--- src/core/usb_xcvr_pkg.sv ---
// constants, field layout and types for the transceiver control block
package usb_xcvr_pkg;
  // -------------------------------------------------------------
  // register layout
  // -------------------------------------------------------------
  localparam logic [7:0] XCN_RESET = 8'h00;
  localparam int PULLUP_BIT = 7;
  localparam int XCVR_EN_BIT = 6;
  localparam int RATE_BIT = 5;
  localparam int TEST_HI_BIT = 4;
  localparam int TEST_LO_BIT = 3;
  localparam int DIFF_BIT = 2;
  localparam int PLUS_BIT = 1;
  localparam int MINUS_BIT = 0;
  localparam logic [7:0] WRITE_MASK = 8'hf8;

  // -------------------------------------------------------------
  // endpoint addressing
  // -------------------------------------------------------------
  localparam int NUM_PIPES = 8;
  localparam int NUM_ENDPOINTS = 4;
  localparam logic [7:0] EP_DIR_IN = 8'h80;
  localparam logic [7:0] EP_CTRL_ADDR = 8'h00;
  localparam logic [1:0] EP_NUM_MAX = 2'h3;
  localparam int FIFO_BYTES = 1024;

  // line test modes, binary ordered along normal -> forced states
  typedef enum logic [1:0] {
    TEST_NORMAL = 2'b00,
    TEST_DIFF1 = 2'b01,
    TEST_DIFF0 = 2'b10,
    TEST_SE0 = 2'b11
  } line_test_mode_t;
endpackage : usb_xcvr_pkg

--- src/core/endpoint_decoder.sv ---
// maps a protocol endpoint address to a pipe index
`timescale 1ns/1ps
`default_nettype none
module endpoint_decoder
  import usb_xcvr_pkg::*;
(
  input wire logic [7:0] ep_address,
  output logic ep_hit,
  output logic [2:0] ep_pipe
);
  // -------------------------------------------------------------
  // decode
  // -------------------------------------------------------------
  // pipe = {dir,num}; endpoint 0 shares address 0x00 for both directions
  always_comb begin
    ep_hit = 1'b0;
    ep_pipe = 3'h0;
    if (ep_address[6:2] == 5'h00) begin
      if (ep_address[1:0] == 2'h0) begin
        ep_hit = (ep_address[7] == 1'b0);
        ep_pipe = 3'h0;
      end else begin
        ep_hit = 1'b1;
        ep_pipe = {ep_address[7], ep_address[1:0]};
      end
    end
  end
endmodule : endpoint_decoder
`default_nettype wire

--- src/core/line_sampler.sv ---
// two-stage sampler for one receive line level
`timescale 1ns/1ps
`default_nettype none
module line_sampler (
  input wire logic sys_clk,
  input wire logic rst,
  input wire logic level_in,
  output logic level_out
);
  typedef struct packed {
    logic s1;
    logic s2;
  } samp_state_t;
  samp_state_t state_ff;
  samp_state_t nxt_state;

  // -------------------------------------------------------------
  // register stage
  // -------------------------------------------------------------
  // first stage feeds only the second, guards against metastability
  always_comb begin
    nxt_state.s1 = level_in;
    nxt_state.s2 = state_ff.s1;
  end

  always_ff @(posedge sys_clk or posedge rst) begin
    if (rst) begin
      state_ff <= '0;
    end else begin
      state_ff <= nxt_state;
    end
  end

  assign level_out = state_ff.s2;
endmodule : line_sampler
`default_nettype wire

--- src/core/usb_xcvr_ctrl.sv ---
// transceiver control register and pad steering for the usb function controller
`timescale 1ns/1ps
`default_nettype none
// Overview of operation
// [RULE1] eight pipes total, counted per direction across four endpoints
// [RULE2] endpoint 0 is always one bidirectional control pipe pair
// [RULE3] endpoints 1-3 in at 0x80+n, out at n; endpoint 0 at 0x00
// [RULE4] rate select 1: full speed, pull-up on plus line
// [RULE5] rate select 0: low speed, pull-up on minus line
// [RULE6] pull-up applied only while vbus is present
// [RULE7] firmware should start usb clock before enabling the transceiver
// [RULE8] peripheral function only, no host role
// [RULE9] bit7 pull-up, bit6 enable, bit5 rate, bits4:3 test; rw, reset zero
// [RULE10] low five bits for testing; bits2:0 live receiver, plus, minus status
// [RULE11] controller holds engine, transceiver, 1 kB fifo, clock recovery
// [RULE12] test 00 normal, 01 diff 1, 10 diff 0, 11 single-ended zero
// [RULE13] pull-up enable clear keeps device detached
// [RULE14] transceiver enable clear holds phy in suspend
// [RULE15] receiver bit shows differential state while transceiver enabled
// [RULE16] writes to status bits ignored; reads return sampled line state
module usb_xcvr_ctrl
  import usb_xcvr_pkg::*;
(
  input wire logic sys_clk,
  input wire logic rst,
  input wire logic reg_wr,
  input wire logic [7:0] reg_wdata,
  output logic [7:0] reg_rdata,
  input wire logic vbus_present,
  input wire logic plus_line_in,
  input wire logic minus_line_in,
  input wire logic diff_receiver_in,
  output logic plus_line_out,
  output logic plus_line_oe,
  output logic minus_line_out,
  output logic minus_line_oe,
  output logic plus_pullup_on,
  output logic minus_pullup_on,
  output logic transceiver_suspend,
  output logic full_speed,
  input wire logic [7:0] ep_address,
  output logic ep_hit,
  output logic [2:0] ep_pipe
);
  import usb_xcvr_pkg::*;

  // -------------------------------------------------------------
  // state
  // -------------------------------------------------------------
  typedef struct packed {
    logic pullup_attach_enable;
    logic transceiver_enable;
    logic rate_select;
    line_test_mode_t line_test_mode;
    logic diff_receiver_state;
    logic plus_line_level;
    logic minus_line_level;
    logic plus_out;
    logic plus_oe;
    logic minus_out;
    logic minus_oe;
    logic plus_pu;
    logic minus_pu;
    logic suspend;
    logic ep_hit;
    logic [2:0] ep_pipe;
  } ctrl_state_t;

  ctrl_state_t state_ff;
  ctrl_state_t nxt_state;
  logic plus_sync;
  logic minus_sync;
  logic diff_sync;
  logic dec_hit;
  logic [2:0] dec_pipe;

  // -------------------------------------------------------------
  // line samplers
  // -------------------------------------------------------------
  line_sampler u_plus (
    .sys_clk(sys_clk),
    .rst(rst),
    .level_in(plus_line_in),
    .level_out(plus_sync)
  );

  line_sampler u_minus (
    .sys_clk(sys_clk),
    .rst(rst),
    .level_in(minus_line_in),
    .level_out(minus_sync)
  );

  line_sampler u_diff (
    .sys_clk(sys_clk),
    .rst(rst),
    .level_in(diff_receiver_in),
    .level_out(diff_sync)
  );

  // -------------------------------------------------------------
  // endpoint address map
  // -------------------------------------------------------------
  // four endpoints x two directions gives the fixed pipe count
  endpoint_decoder u_ep_dec (
    .ep_address(ep_address),
    .ep_hit(dec_hit),
    .ep_pipe(dec_pipe)
  ); // [RULE1] [RULE2] [RULE3]

  // -------------------------------------------------------------
  // next state
  // -------------------------------------------------------------
  // no host role exists here: the pads are only driven in test modes [RULE8]
  always_comb begin
    nxt_state = state_ff;
    // control fields are plain read/write; status bits not writable
    if (reg_wr) begin
      nxt_state.pullup_attach_enable = reg_wdata[PULLUP_BIT]; // [RULE9]
      nxt_state.transceiver_enable = reg_wdata[XCVR_EN_BIT]; // [RULE9]
      nxt_state.rate_select = reg_wdata[RATE_BIT]; // [RULE9]
      nxt_state.line_test_mode =
        line_test_mode_t'(reg_wdata[TEST_HI_BIT:TEST_LO_BIT]); // [RULE9] [RULE10]
    end
    // status follows the sampled pins regardless of writes [RULE16]
    nxt_state.plus_line_level = plus_sync; // [RULE10]
    nxt_state.minus_line_level = minus_sync; // [RULE10]
    // receiver output only meaningful while the phy runs
    nxt_state.diff_receiver_state = nxt_state.transceiver_enable ? diff_sync : 1'b0; // [RULE15]
    nxt_state.suspend = ~nxt_state.transceiver_enable; // [RULE14]
    // pull-up needs both the enable and vbus; speed picks the line
    nxt_state.plus_pu = nxt_state.pullup_attach_enable & vbus_present
      & nxt_state.rate_select; // [RULE4] [RULE6] [RULE13]
    nxt_state.minus_pu = nxt_state.pullup_attach_enable & vbus_present
      & ~nxt_state.rate_select; // [RULE5] [RULE6] [RULE13]
    // forced line states; a suspended phy drives nothing
    nxt_state.plus_out = 1'b0;
    nxt_state.minus_out = 1'b0;
    nxt_state.plus_oe = 1'b0;
    nxt_state.minus_oe = 1'b0;
    if (nxt_state.transceiver_enable) begin
      case (nxt_state.line_test_mode)
        TEST_NORMAL: begin
          nxt_state.plus_oe = 1'b0; // [RULE12]
        end
        TEST_DIFF1: begin
          nxt_state.plus_out = 1'b1; // [RULE12]
          nxt_state.plus_oe = 1'b1;
          nxt_state.minus_oe = 1'b1;
        end
        TEST_DIFF0: begin
          nxt_state.minus_out = 1'b1; // [RULE12]
          nxt_state.plus_oe = 1'b1;
          nxt_state.minus_oe = 1'b1;
        end
        TEST_SE0: begin
          nxt_state.plus_oe = 1'b1; // [RULE12]
          nxt_state.minus_oe = 1'b1;
        end
        default: begin
          nxt_state.plus_oe = 1'b0;
        end
      endcase
    end
    // registered so every output comes from a flip-flop
    nxt_state.ep_hit = dec_hit;
    nxt_state.ep_pipe = dec_pipe;
  end

  // -------------------------------------------------------------
  // registers
  // -------------------------------------------------------------
  // all fields clear at reset except suspend, which sets so the phy is in suspend; pull-ups off
  always_ff @(posedge sys_clk or posedge rst) begin
    if (rst) begin
      state_ff <= '0;
      state_ff.suspend <= 1'b1;
    end else begin
      state_ff <= nxt_state;
    end
  end

  // -------------------------------------------------------------
  // outputs
  // -------------------------------------------------------------
  // read image straight from the flops; status bits are the live samples
  assign reg_rdata = {state_ff.pullup_attach_enable, state_ff.transceiver_enable,
    state_ff.rate_select, state_ff.line_test_mode, state_ff.diff_receiver_state,
    state_ff.plus_line_level, state_ff.minus_line_level}; // [RULE16]
  assign plus_line_out = state_ff.plus_out;
  assign plus_line_oe = state_ff.plus_oe;
  assign minus_line_out = state_ff.minus_out;
  assign minus_line_oe = state_ff.minus_oe;
  assign plus_pullup_on = state_ff.plus_pu;
  assign minus_pullup_on = state_ff.minus_pu;
  // usb clock must already run when firmware sets enable; not checked here [RULE7]
  assign transceiver_suspend = state_ff.suspend;
  assign full_speed = state_ff.rate_select;
  // engine and 1 kB fifo sit outside; this block feeds them pipe and speed [RULE11]
  assign ep_hit = state_ff.ep_hit;
  assign ep_pipe = state_ff.ep_pipe;
endmodule : usb_xcvr_ctrl
`default_nettype wire

--- config.mk ---
export PLATFORM = sky130hd
export DESIGN_NAME = usb_xcvr_ctrl
export DESIGN_NICKNAME = d
export VERILOG_FILES = /design/src/core/usb_xcvr_pkg.sv /design/src/core/endpoint_decoder.sv /design/src/core/line_sampler.sv /design/src/core/usb_xcvr_ctrl.sv
export SDC_FILE = /design/constraint.sdc
export NUM_CORES = 1
export LEC_CHECK = 0
export BUFFER_PORTS_ARGS = -buffer_cell sky130_fd_sc_hd__clkbuf_2
export CAP_MARGIN = 20
export CORE_MARGIN = 3
export CORE_UTILIZATION = 45
export CTS_CLUSTER_SIZE = 25
export DETAILED_ROUTE_END_ITERATION = 6
export GPL_TIMING_DRIVEN = 1
export PLACE_DENSITY = 0.91
export SLEW_MARGIN = 20
export SYNTH_ARGS = -nofsm -noshare
export SYNTH_HDL_FRONTEND = slang
export SYNTH_SLANG_ARGS = --single-unit
--- constraint.sdc ---
create_clock -name sys_clk -period 2.17 [get_ports sys_clk]
set_input_delay 0.5425 -clock sys_clk [delete_from_list [all_inputs] [get_ports sys_clk]]
set_output_delay 0.5425 -clock sys_clk [all_outputs]
set_load 0.01 [all_outputs]
After elaboration in Yosys (flattened, before gate mapping)
Index checks and enable logic that the tools add are counted.
{"block": "word_totals", "ff_bits": 25, "out_inout_bits": 20}
{"block": "classes", "eq_ne": 3, "muxes": 11, "n_bitwise": 6, "reduce_logical": 4}
{"cell": "1-bit two-way mux", "n": 6}
{"cell": "3-bit two-way mux", "n": 2}
{"cell": "5-bit zero test", "n": 1}
{"cell": "5-bit two-way mux", "n": 1}
{"cell": "2-bit equality test, second input constant", "n": 2}
{"cell": "2-bit zero test", "n": 2}
{"cell": "4-bit two-way mux", "n": 1}
{"cell": "1-bit AND", "n": 3}
{"cell": "1-bit NOT", "n": 3}
{"cell": "3-bit OR reduction", "n": 1}
{"cell": "2-bit by 1-bit equality test with 1-bit output, second input constant", "n": 1}
{"cell": "1-bit case mux with 2 select lines", "n": 1}

Logic depth before layout (Yosys ltp)
Gate-level depths: netlist (run 1).
{"block": "depth", "depth_word": 5, "mapped_depth": 4, "depth_no_buf": 3}

Modules after synthesis
A second synthesis (run 1) with hierarchy kept.
{"block": "unflattened", "cells_unflattened": 52, "hier_area_um2": 855.8}
{"module": "usb_xcvr_ctrl", "instances": 1, "cells_per_inst": 37, "area_each_um2": 636.9}
{"module": "line_sampler", "instances": 3, "cells_per_inst": 3, "area_each_um2": 53.8}
{"module": "endpoint_decoder", "instances": 1, "cells_per_inst": 6, "area_each_um2": 57.6}

Least setup slack after synthesis (run 1)
Ideal clock, no wire load.
{"block": "synth_path", "path_kind": "input-to-reg", "start": "input port ep_address[5]", "end": "register state_ff, in the netlist ep_pipe[2]", "path_stages": 2, "path_slack_ns": 0.788, "arrival_time_ns": 1.287, "required_ns": 2.075, "cell_sequence": "or4_4 -> nor4b_2"}
{"block": "synth_via", "elab_chain_cells": 2}
{"element": "start: declaration", "line_no": "usb_xcvr_ctrl.sv:41", "source": "input wire logic [7:0] ep_address,"}
{"element": "5-bit zero test", "line_no": "endpoint_decoder.sv:18", "source": "if (ep_address[6:2] == 5'h00) begin"}
{"element": "3-bit two-way mux", "line_no": "endpoint_decoder.sv:18"}
{"element": "named net dec_pipe[2]", "line_no": "usb_xcvr_ctrl.sv:75", "source": "logic [2:0] dec_pipe;"}
{"element": "end signal: assignment", "line_no": "usb_xcvr_ctrl.sv:179", "source": "state_ff <= nxt_state;"}
{"element": "end: declaration", "line_no": "usb_xcvr_ctrl.sv:69", "source": "ctrl_state_t state_ff;"}
The timed path passes the listed nets, and every way through them passes these cells.

Worst setup path in the final report (run 1)
{"block": "layout_path", "start": "register state_ff, in the netlist transceiver_suspend", "end": "output port transceiver_suspend"}
{"element": "end: declaration", "line_no": "usb_xcvr_ctrl.sv:39", "source": "output logic transceiver_suspend,"}
No word-level cell between the ends.

==> out/results.ini, run 1 <==
[place]
gp_congestion = 0.722
io_buffer_count = 39
pre_cts_ws_ns = 0.665
hpwl_mm = 1.02
place_area_um2 = 990

[logic_synthesis]
synthArstFlopShare_pct = 100
yosysMostFrequentCell = dfrtp_1
syn_area_per_cell_um2 = 16.1
ys.flop_type = dfrtp_1
synth.top_cell.area_share_pct = 73.1
syn_nets = 72
yosys-top-cells-count = 23 x dfrtp_1, 5 x inv_1, 4 x mux2i_1
ys_ff_latch = 24
yosysWarnings = 0
yosys.area.top_type = dfrtp_1
seq_area_frac_synth_pct = 76.5
synth_cell_types = 16
synthTopCellsByArea = dfrtp_1 73%, mux2i_1 5.1%, dfstp_2 3.3%
synth-edff-count = 0
netlist_area_um2 = 787
synth_cells = 49

[setup_path]
reg2regPathDepth = 2
startpoint_type = register
crit_chain = clkbuf_2
crit_path_end_kind = output port
worstSetupPathType = reg2out
path_depth = 1
critPathMaxFanout = 1
critical-path-slowest-cell = dfstp_2
required_ns = 1.63
cp.buffers_inverters = 1
critPathArrivalTime_ns = 0.95
slowest_delay_ns = 0.53
cp_top_family = flip-flops

[timing]
finalCriticalPeriod_ns = 1.49
fin_skew_ns = 0.00915
finalSetupViolCount = 0
hold_viol_final = 0
setup_ws_ns = 0.680
tns_ns = 0
grt_setup_unrepaired = false
slew_headroom_pct = 70.1
fmax_ghz = 0.671
worst_pin_slew_ns = 0.436
drv_slew = 0
fin_crit_sh_pct = 68.7

[power_and_ir_drop]
switching_power_mw = 0.183
clockPowerShare_pct = 27.5
switching_share_pct = 22.8
ir_drop_uv = 368
power.leakage_nw = 0.567
p_int_mw = 0.622
power_frac_comb_pct = 12.2
design_power_total_mw = 0.806
pwr-share-seq_pct = 60.4
pwr_density_cell_nw_per_um2 = 785

[die]
die_y_um = 47.8
core_um2 = 1580
initial_core_util_pct = 49.9
std_cell_rows = 14
ios = 43
die_area_um2 = 2290
die_x_um = 47.8

[clocking]
clk_path_buf_depth = 2
worstSkewPairLatency_ns = 0.31
clock_sinks = 24
cts_resized = 0
root_buffer = clkbuf_4
cts_setup_buffers = 0
cts_inserted_buffers = 3
ctsHoldBuffers = 0
cts_tree = built
path_clk_slew_ns = 0.12
cts_htree_levels = 1

[global_route]
grt_max_degree = 15
grt_usage_pct = 11.6
grt_pass1_vias = 454
grt.overflow.total = 0
grt_antenna_before_repair = 0
grt_pass1_wl_mm = 1.74

[hold_path]
min_path_type = in2async

[routing]
num_vias = 508
wl_per_cell_um = 11.6
first_pass_iters = 2
drc = 0
drt-vias-per-instance = 4.79
drtIter0Drc = 1
routed_wl_mm = 1.23
ant_nets = 0

[finish]
layout-drive-gt1-share_pct = 54.4
fin_area_um2 = 1030
syn2layout_area_growth_pct = 30.4
fin_nets = 114
diodes = 0

[outcome]
status = completed

[job]
max-cap-violations = 0

per-layer routing:
| metal | global-route usage (%) | wire length [um] |
|---|---|---|
| met1 | 12.4 | 473 |
| met2 | 19.3 | 611 |
| met3 | 3.38 | 129 |
| met4 | 8.60 | 17 |
| met5 | 0 | 0 |
cell type report:
type	instances	area (um^2)
flip-flops and latches	24	602
multi-input cells	17	146
repair buffers	40	203
well taps	16	20.0
inverters	5	18.8
fillers	124	551
clock buffers	4	36.3
final timing paths:
kind	startpoint	to	slack [ns]
max reg2reg	reg_rdata[6]	minus_line_out	1.16
min reg2reg	u_diff.nxt_state[0]	u_diff.level_out	0.36
min in group sys_clk	diff_receiver_in	u_diff.nxt_state[0]	0.34
min	rst	ep_pipe[2]	0.17
max in group asynchronous	rst	transceiver_suspend	1.40
max	transceiver_suspend	transceiver_suspend	0.68
cells in the final DEF (no fill, tap or decap):
| cell type | Yosys | layout |
|---|---|---|
| clkbuf_2 | 0 | 39 |
| dfrtp_1 | 23 | 23 |
| inv_1 | 5 | 5 |
| mux2i_1 | 4 | 4 |
| nor3b_1 | 3 | 3 |
| clkbuf_4 | 0 | 3 |
| nor3_1 | 2 | 2 |
| or4_4 | 1 | 1 |
| a21oi_1 | 1 | 1 |
| mux2_2 | 1 | 1 |
| nor2_1 | 1 | 1 |
| nor4b_2 | 1 | 1 |
| a211oi_2 | 1 | 1 |
| nor2b_1 | 1 | 1 |
| and3b_1 | 1 | 1 |
| clkbuf_8 | 0 | 1 |
| buf_4 | 2 | 1 |
| dfstp_2 | 1 | 1 |
flip-flops by register name, indices dropped and copies added (netlist names):
register	flops
minus_line_oe	1
ep_hit	1
u_plus.nxt_state	1
full_speed	1
plus_pullup_on	1
plus_line_out	1
ep_pipe	3
reg_rdata	7
u_minus.level_out	1
transceiver_suspend	1
minus_pullup_on	1
u_plus.level_out	1
minus_line_out	1
u_diff.level_out	1
u_diff.nxt_state	1
u_minus.nxt_state	1
per-stage QoR:
step | hold slack [ns] | util, % | std cells
3_5_place_dp | 0.336 | 62.8 | 102
2_1_floorplan | 0.331 | - | 49
6_report | 0.173 | 65.1 | 106
4_1_cts | 0.172 | 65.1 | 106
5_1_grt | 0.180 | 65.1 | 106
3_3_place_gp | 0.332 | 62.8 | 102
power by group through the flow:
stage               Clock (mW)  Combinational, mW  Sequential [mW]
floorplan                    0             0.0410            0.507
finish                   0.221             0.0980            0.487
global placement             0             0.0967            0.494
global route             0.255              0.110            0.490
CTS                      0.235              0.100            0.487
detailed placement           0              0.100            0.496
kinds of logic after synthesis:
| kind of cell | Yosys count | synth area share [%] |
|---|---|---|
| AND/OR/NAND/NOR | 10 | 9.86 |
| flip-flops | 24 | 76.5 |
| AO/OA/AOI/OAI | 2 | 2.22 |
| multiplexers | 5 | 6.52 |
| buffers and inverters | 8 | 4.93 |
Note: power is estimated with default switching activity, not from simulation.
==> run 2: changes to the inputs <==
- CORE_UTILIZATION: 45 -> 42
- PLACE_DENSITY: 0.91 -> 0.86
- clock period: 2.17 -> 1.5 ns (I/O delays scaled with it)
==> run 2 against run 1 <==
  * Via count grew 2.2%
  * Cell count grew 8.5%
  * Sequential cell count is the same
  * Clock power grew 20%
  * Die area grew 6.2%
  * Largest cell class unchanged
  * Combinational power grew 44%
  * Clock skew grew 0.0021 ns
==> out/results.ini, run 2 (same netlist as run 1, synthesis figures left out) <==
[outcome]
status = completed  ; unchanged

[timing]
tns_ns = 0  ; unchanged
fmax_ghz = 0.762
hold_viol_final = 0  ; unchanged
fin_skew_ns = 0.0113  ; was 0.00915 ns
finalCriticalPeriod_ns = 1.31
worst_pin_slew_ns = 0.446  ; was 0.436 ns
setup_ws_ns = 0.188  ; was 0.680 ns
drv_slew = 0  ; unchanged
grt_setup_unrepaired = false  ; unchanged
slew_headroom_pct = 69.4  ; was 70.1%
fin_crit_sh_pct = 87.4
finalSetupViolCount = 0  ; unchanged
whs_ns = 0.0651  ; was 0.173 ns

[finish]
multiInputGateArea_um2 = 146  ; unchanged
syn2layout_area_growth_pct = 30.5  ; was 30.4%
layout_commonest_cell = clkbuf_2  ; unchanged
diodes = 0  ; unchanged
fillers = 159  ; was 124
fin_nets = 114  ; unchanged
final_cell_mix = 39 x clkbuf_2, 23 x dfrtp_1, 5 x inv_1  ; unchanged
layout-drive-gt1-share_pct = 53.3  ; was 54.4%
seq_area_um2 = 602  ; unchanged
finish.utilization_pct = 58.9  ; was 65.1%
largest_reg_flops = 7  ; unchanged

[setup_path]
cp.buffers_inverters = 1  ; unchanged
crit_path_end_kind = output port  ; unchanged
critical-path-slowest-cell = dfstp_2  ; unchanged
worstSetupPathType = reg2out  ; unchanged
critPathArrivalTime_ns = 0.94  ; was 0.95 ns
startpoint_type = register  ; unchanged
critPathMaxFanout = 1  ; unchanged
r2r-start = reg_rdata[6]  ; unchanged
cp_top_family = flip-flops  ; unchanged
crit_chain = clkbuf_2  ; unchanged
slowest_delay_ns = 0.53  ; about the same
required_ns = 1.12  ; was 1.63 ns
crit_start = transceiver_suspend  ; unchanged

[clocking]
clk_path_buf_depth = 2  ; unchanged
path_clk_slew_ns = 0.12  ; about the same
cts_htree_levels = 1  ; unchanged
cts_resized = 0  ; unchanged
cts_tree = built  ; unchanged
cts_setup_buffers = 0  ; unchanged
ctsHoldBuffers = 0  ; unchanged
worstSkewPairLatency_ns = 0.30  ; was 0.31 ns
cts_inserted_buffers = 3  ; unchanged
clock_sinks = 24  ; unchanged
root_buffer = clkbuf_4  ; unchanged

[routing]
drt-vias-per-instance = 4.51  ; was 4.79
first_pass_iters = 2  ; unchanged
ant_nets = 0  ; unchanged
routed_wl_mm = 1.20  ; was 1.23 mm
wl_per_cell_um = 10.4  ; was 11.6 um
drtIter0Drc = 2  ; was 1
drc = 0  ; unchanged
num_vias = 519  ; was 508

[power_and_ir_drop]
switching_share_pct = 23.0  ; was 22.8%
pwr_density_cell_nw_per_um2 = 1080  ; was 785 nW/um^2
pwr-share-seq_pct = 63.4  ; was 60.4%
power.leakage_nw = 0.561  ; was 0.567 nW
power_frac_comb_pct = 12.7  ; was 12.2%
ir_drop_uv = 608  ; was 368 uV
switching_power_mw = 0.255  ; was 0.183 mW
clockPowerShare_pct = 24.0  ; was 27.5%
p_int_mw = 0.856  ; was 0.622 mW
design_power_total_mw = 1.11  ; was 0.806 mW

[global_route]
grt_antenna_before_repair = 0  ; unchanged
grt_max_degree = 25  ; was 15
grt_usage_pct = 10.8  ; was 11.6%
grt.overflow.total = 0  ; unchanged
grt_pass1_wl_mm = 2.01  ; was 1.74 mm
grt_pass1_vias = 520  ; was 454

[die]
die_area_um2 = 2430  ; was 2290 um^2
std_cell_rows = 15  ; was 14
die_x_um = 49.3  ; was 47.8 um
initial_core_util_pct = 45.1  ; was 49.9%
ios = 43  ; unchanged
die_y_um = 49.3  ; was 47.8 um
core_um2 = 1750  ; was 1580 um^2

[place]
io_buffer_count = 39  ; unchanged
pre_cts_ws_ns = 0.137  ; was 0.665 ns
gp_congestion = 0.651  ; was 0.722
hpwl_um = 989  ; was 1.02 mm

[job]
max-cap-violations = 0  ; unchanged

[hold_path]
min_path_type = in2async  ; unchanged

-- run 2: worst paths after layout --
kind / end / depth (start not counted) / slack (ns)
worst max-delay path: transceiver_suspend / 1 / 0.19
worst min-delay path: reg_rdata[7] / 3 / 0.07
worst max register to register: plus_line_out / 2 / 0.47
worst min register to register: u_minus.level_out / 0 / 0.36
max in group asynchronous: transceiver_suspend / 3 / 1.14
min in group sys_clk: u_minus.nxt_state[0] / 1 / 0.19
-- run 2: per-layer routing --
| metal | up-vias | part of all wire (%) | wire length [um] | global-route usage (%) |
|---|---|---|---|---|
| met5 | - | 0 | 0 | 0 |
| met4 | 0 | 0 | 0 | 2.84 |
| met3 | 0 | 11 | 128 | 2.75 |
| met2 | 32 | 49 | 591 | 19.6 |
| met1 | 245 | 40 | 479 | 12.6 |
| li1 | 242 | - | - | - |
-- run 2: through the flow --
step,instances,area (um^2)
finish,115,1030
global route,115,1030
CTS,115,1030
detailed placement,111,1000
global placement,111,1000
floorplan,49,787
-- run 2: area by class of cell --
type                            instances  area share, %
Timing Repair Buffer                   40           19.7
Clock buffer                            4           2.56
Multi-Input combinational cell         17           14.3
Sequential cell                        24           58.6
Inverter                                5           1.83
Tap cell                               25           3.05
-- run 2: power groups by stage --
stage,registers [mW],logic [mW],clock network (mW)
floorplan,0.733,0.0594,0
global placement,0.715,0.141,0
detailed placement,0.718,0.145,0
CTS,0.705,0.145,0.281
global route,0.711,0.156,0.315
finish,0.704,0.141,0.266
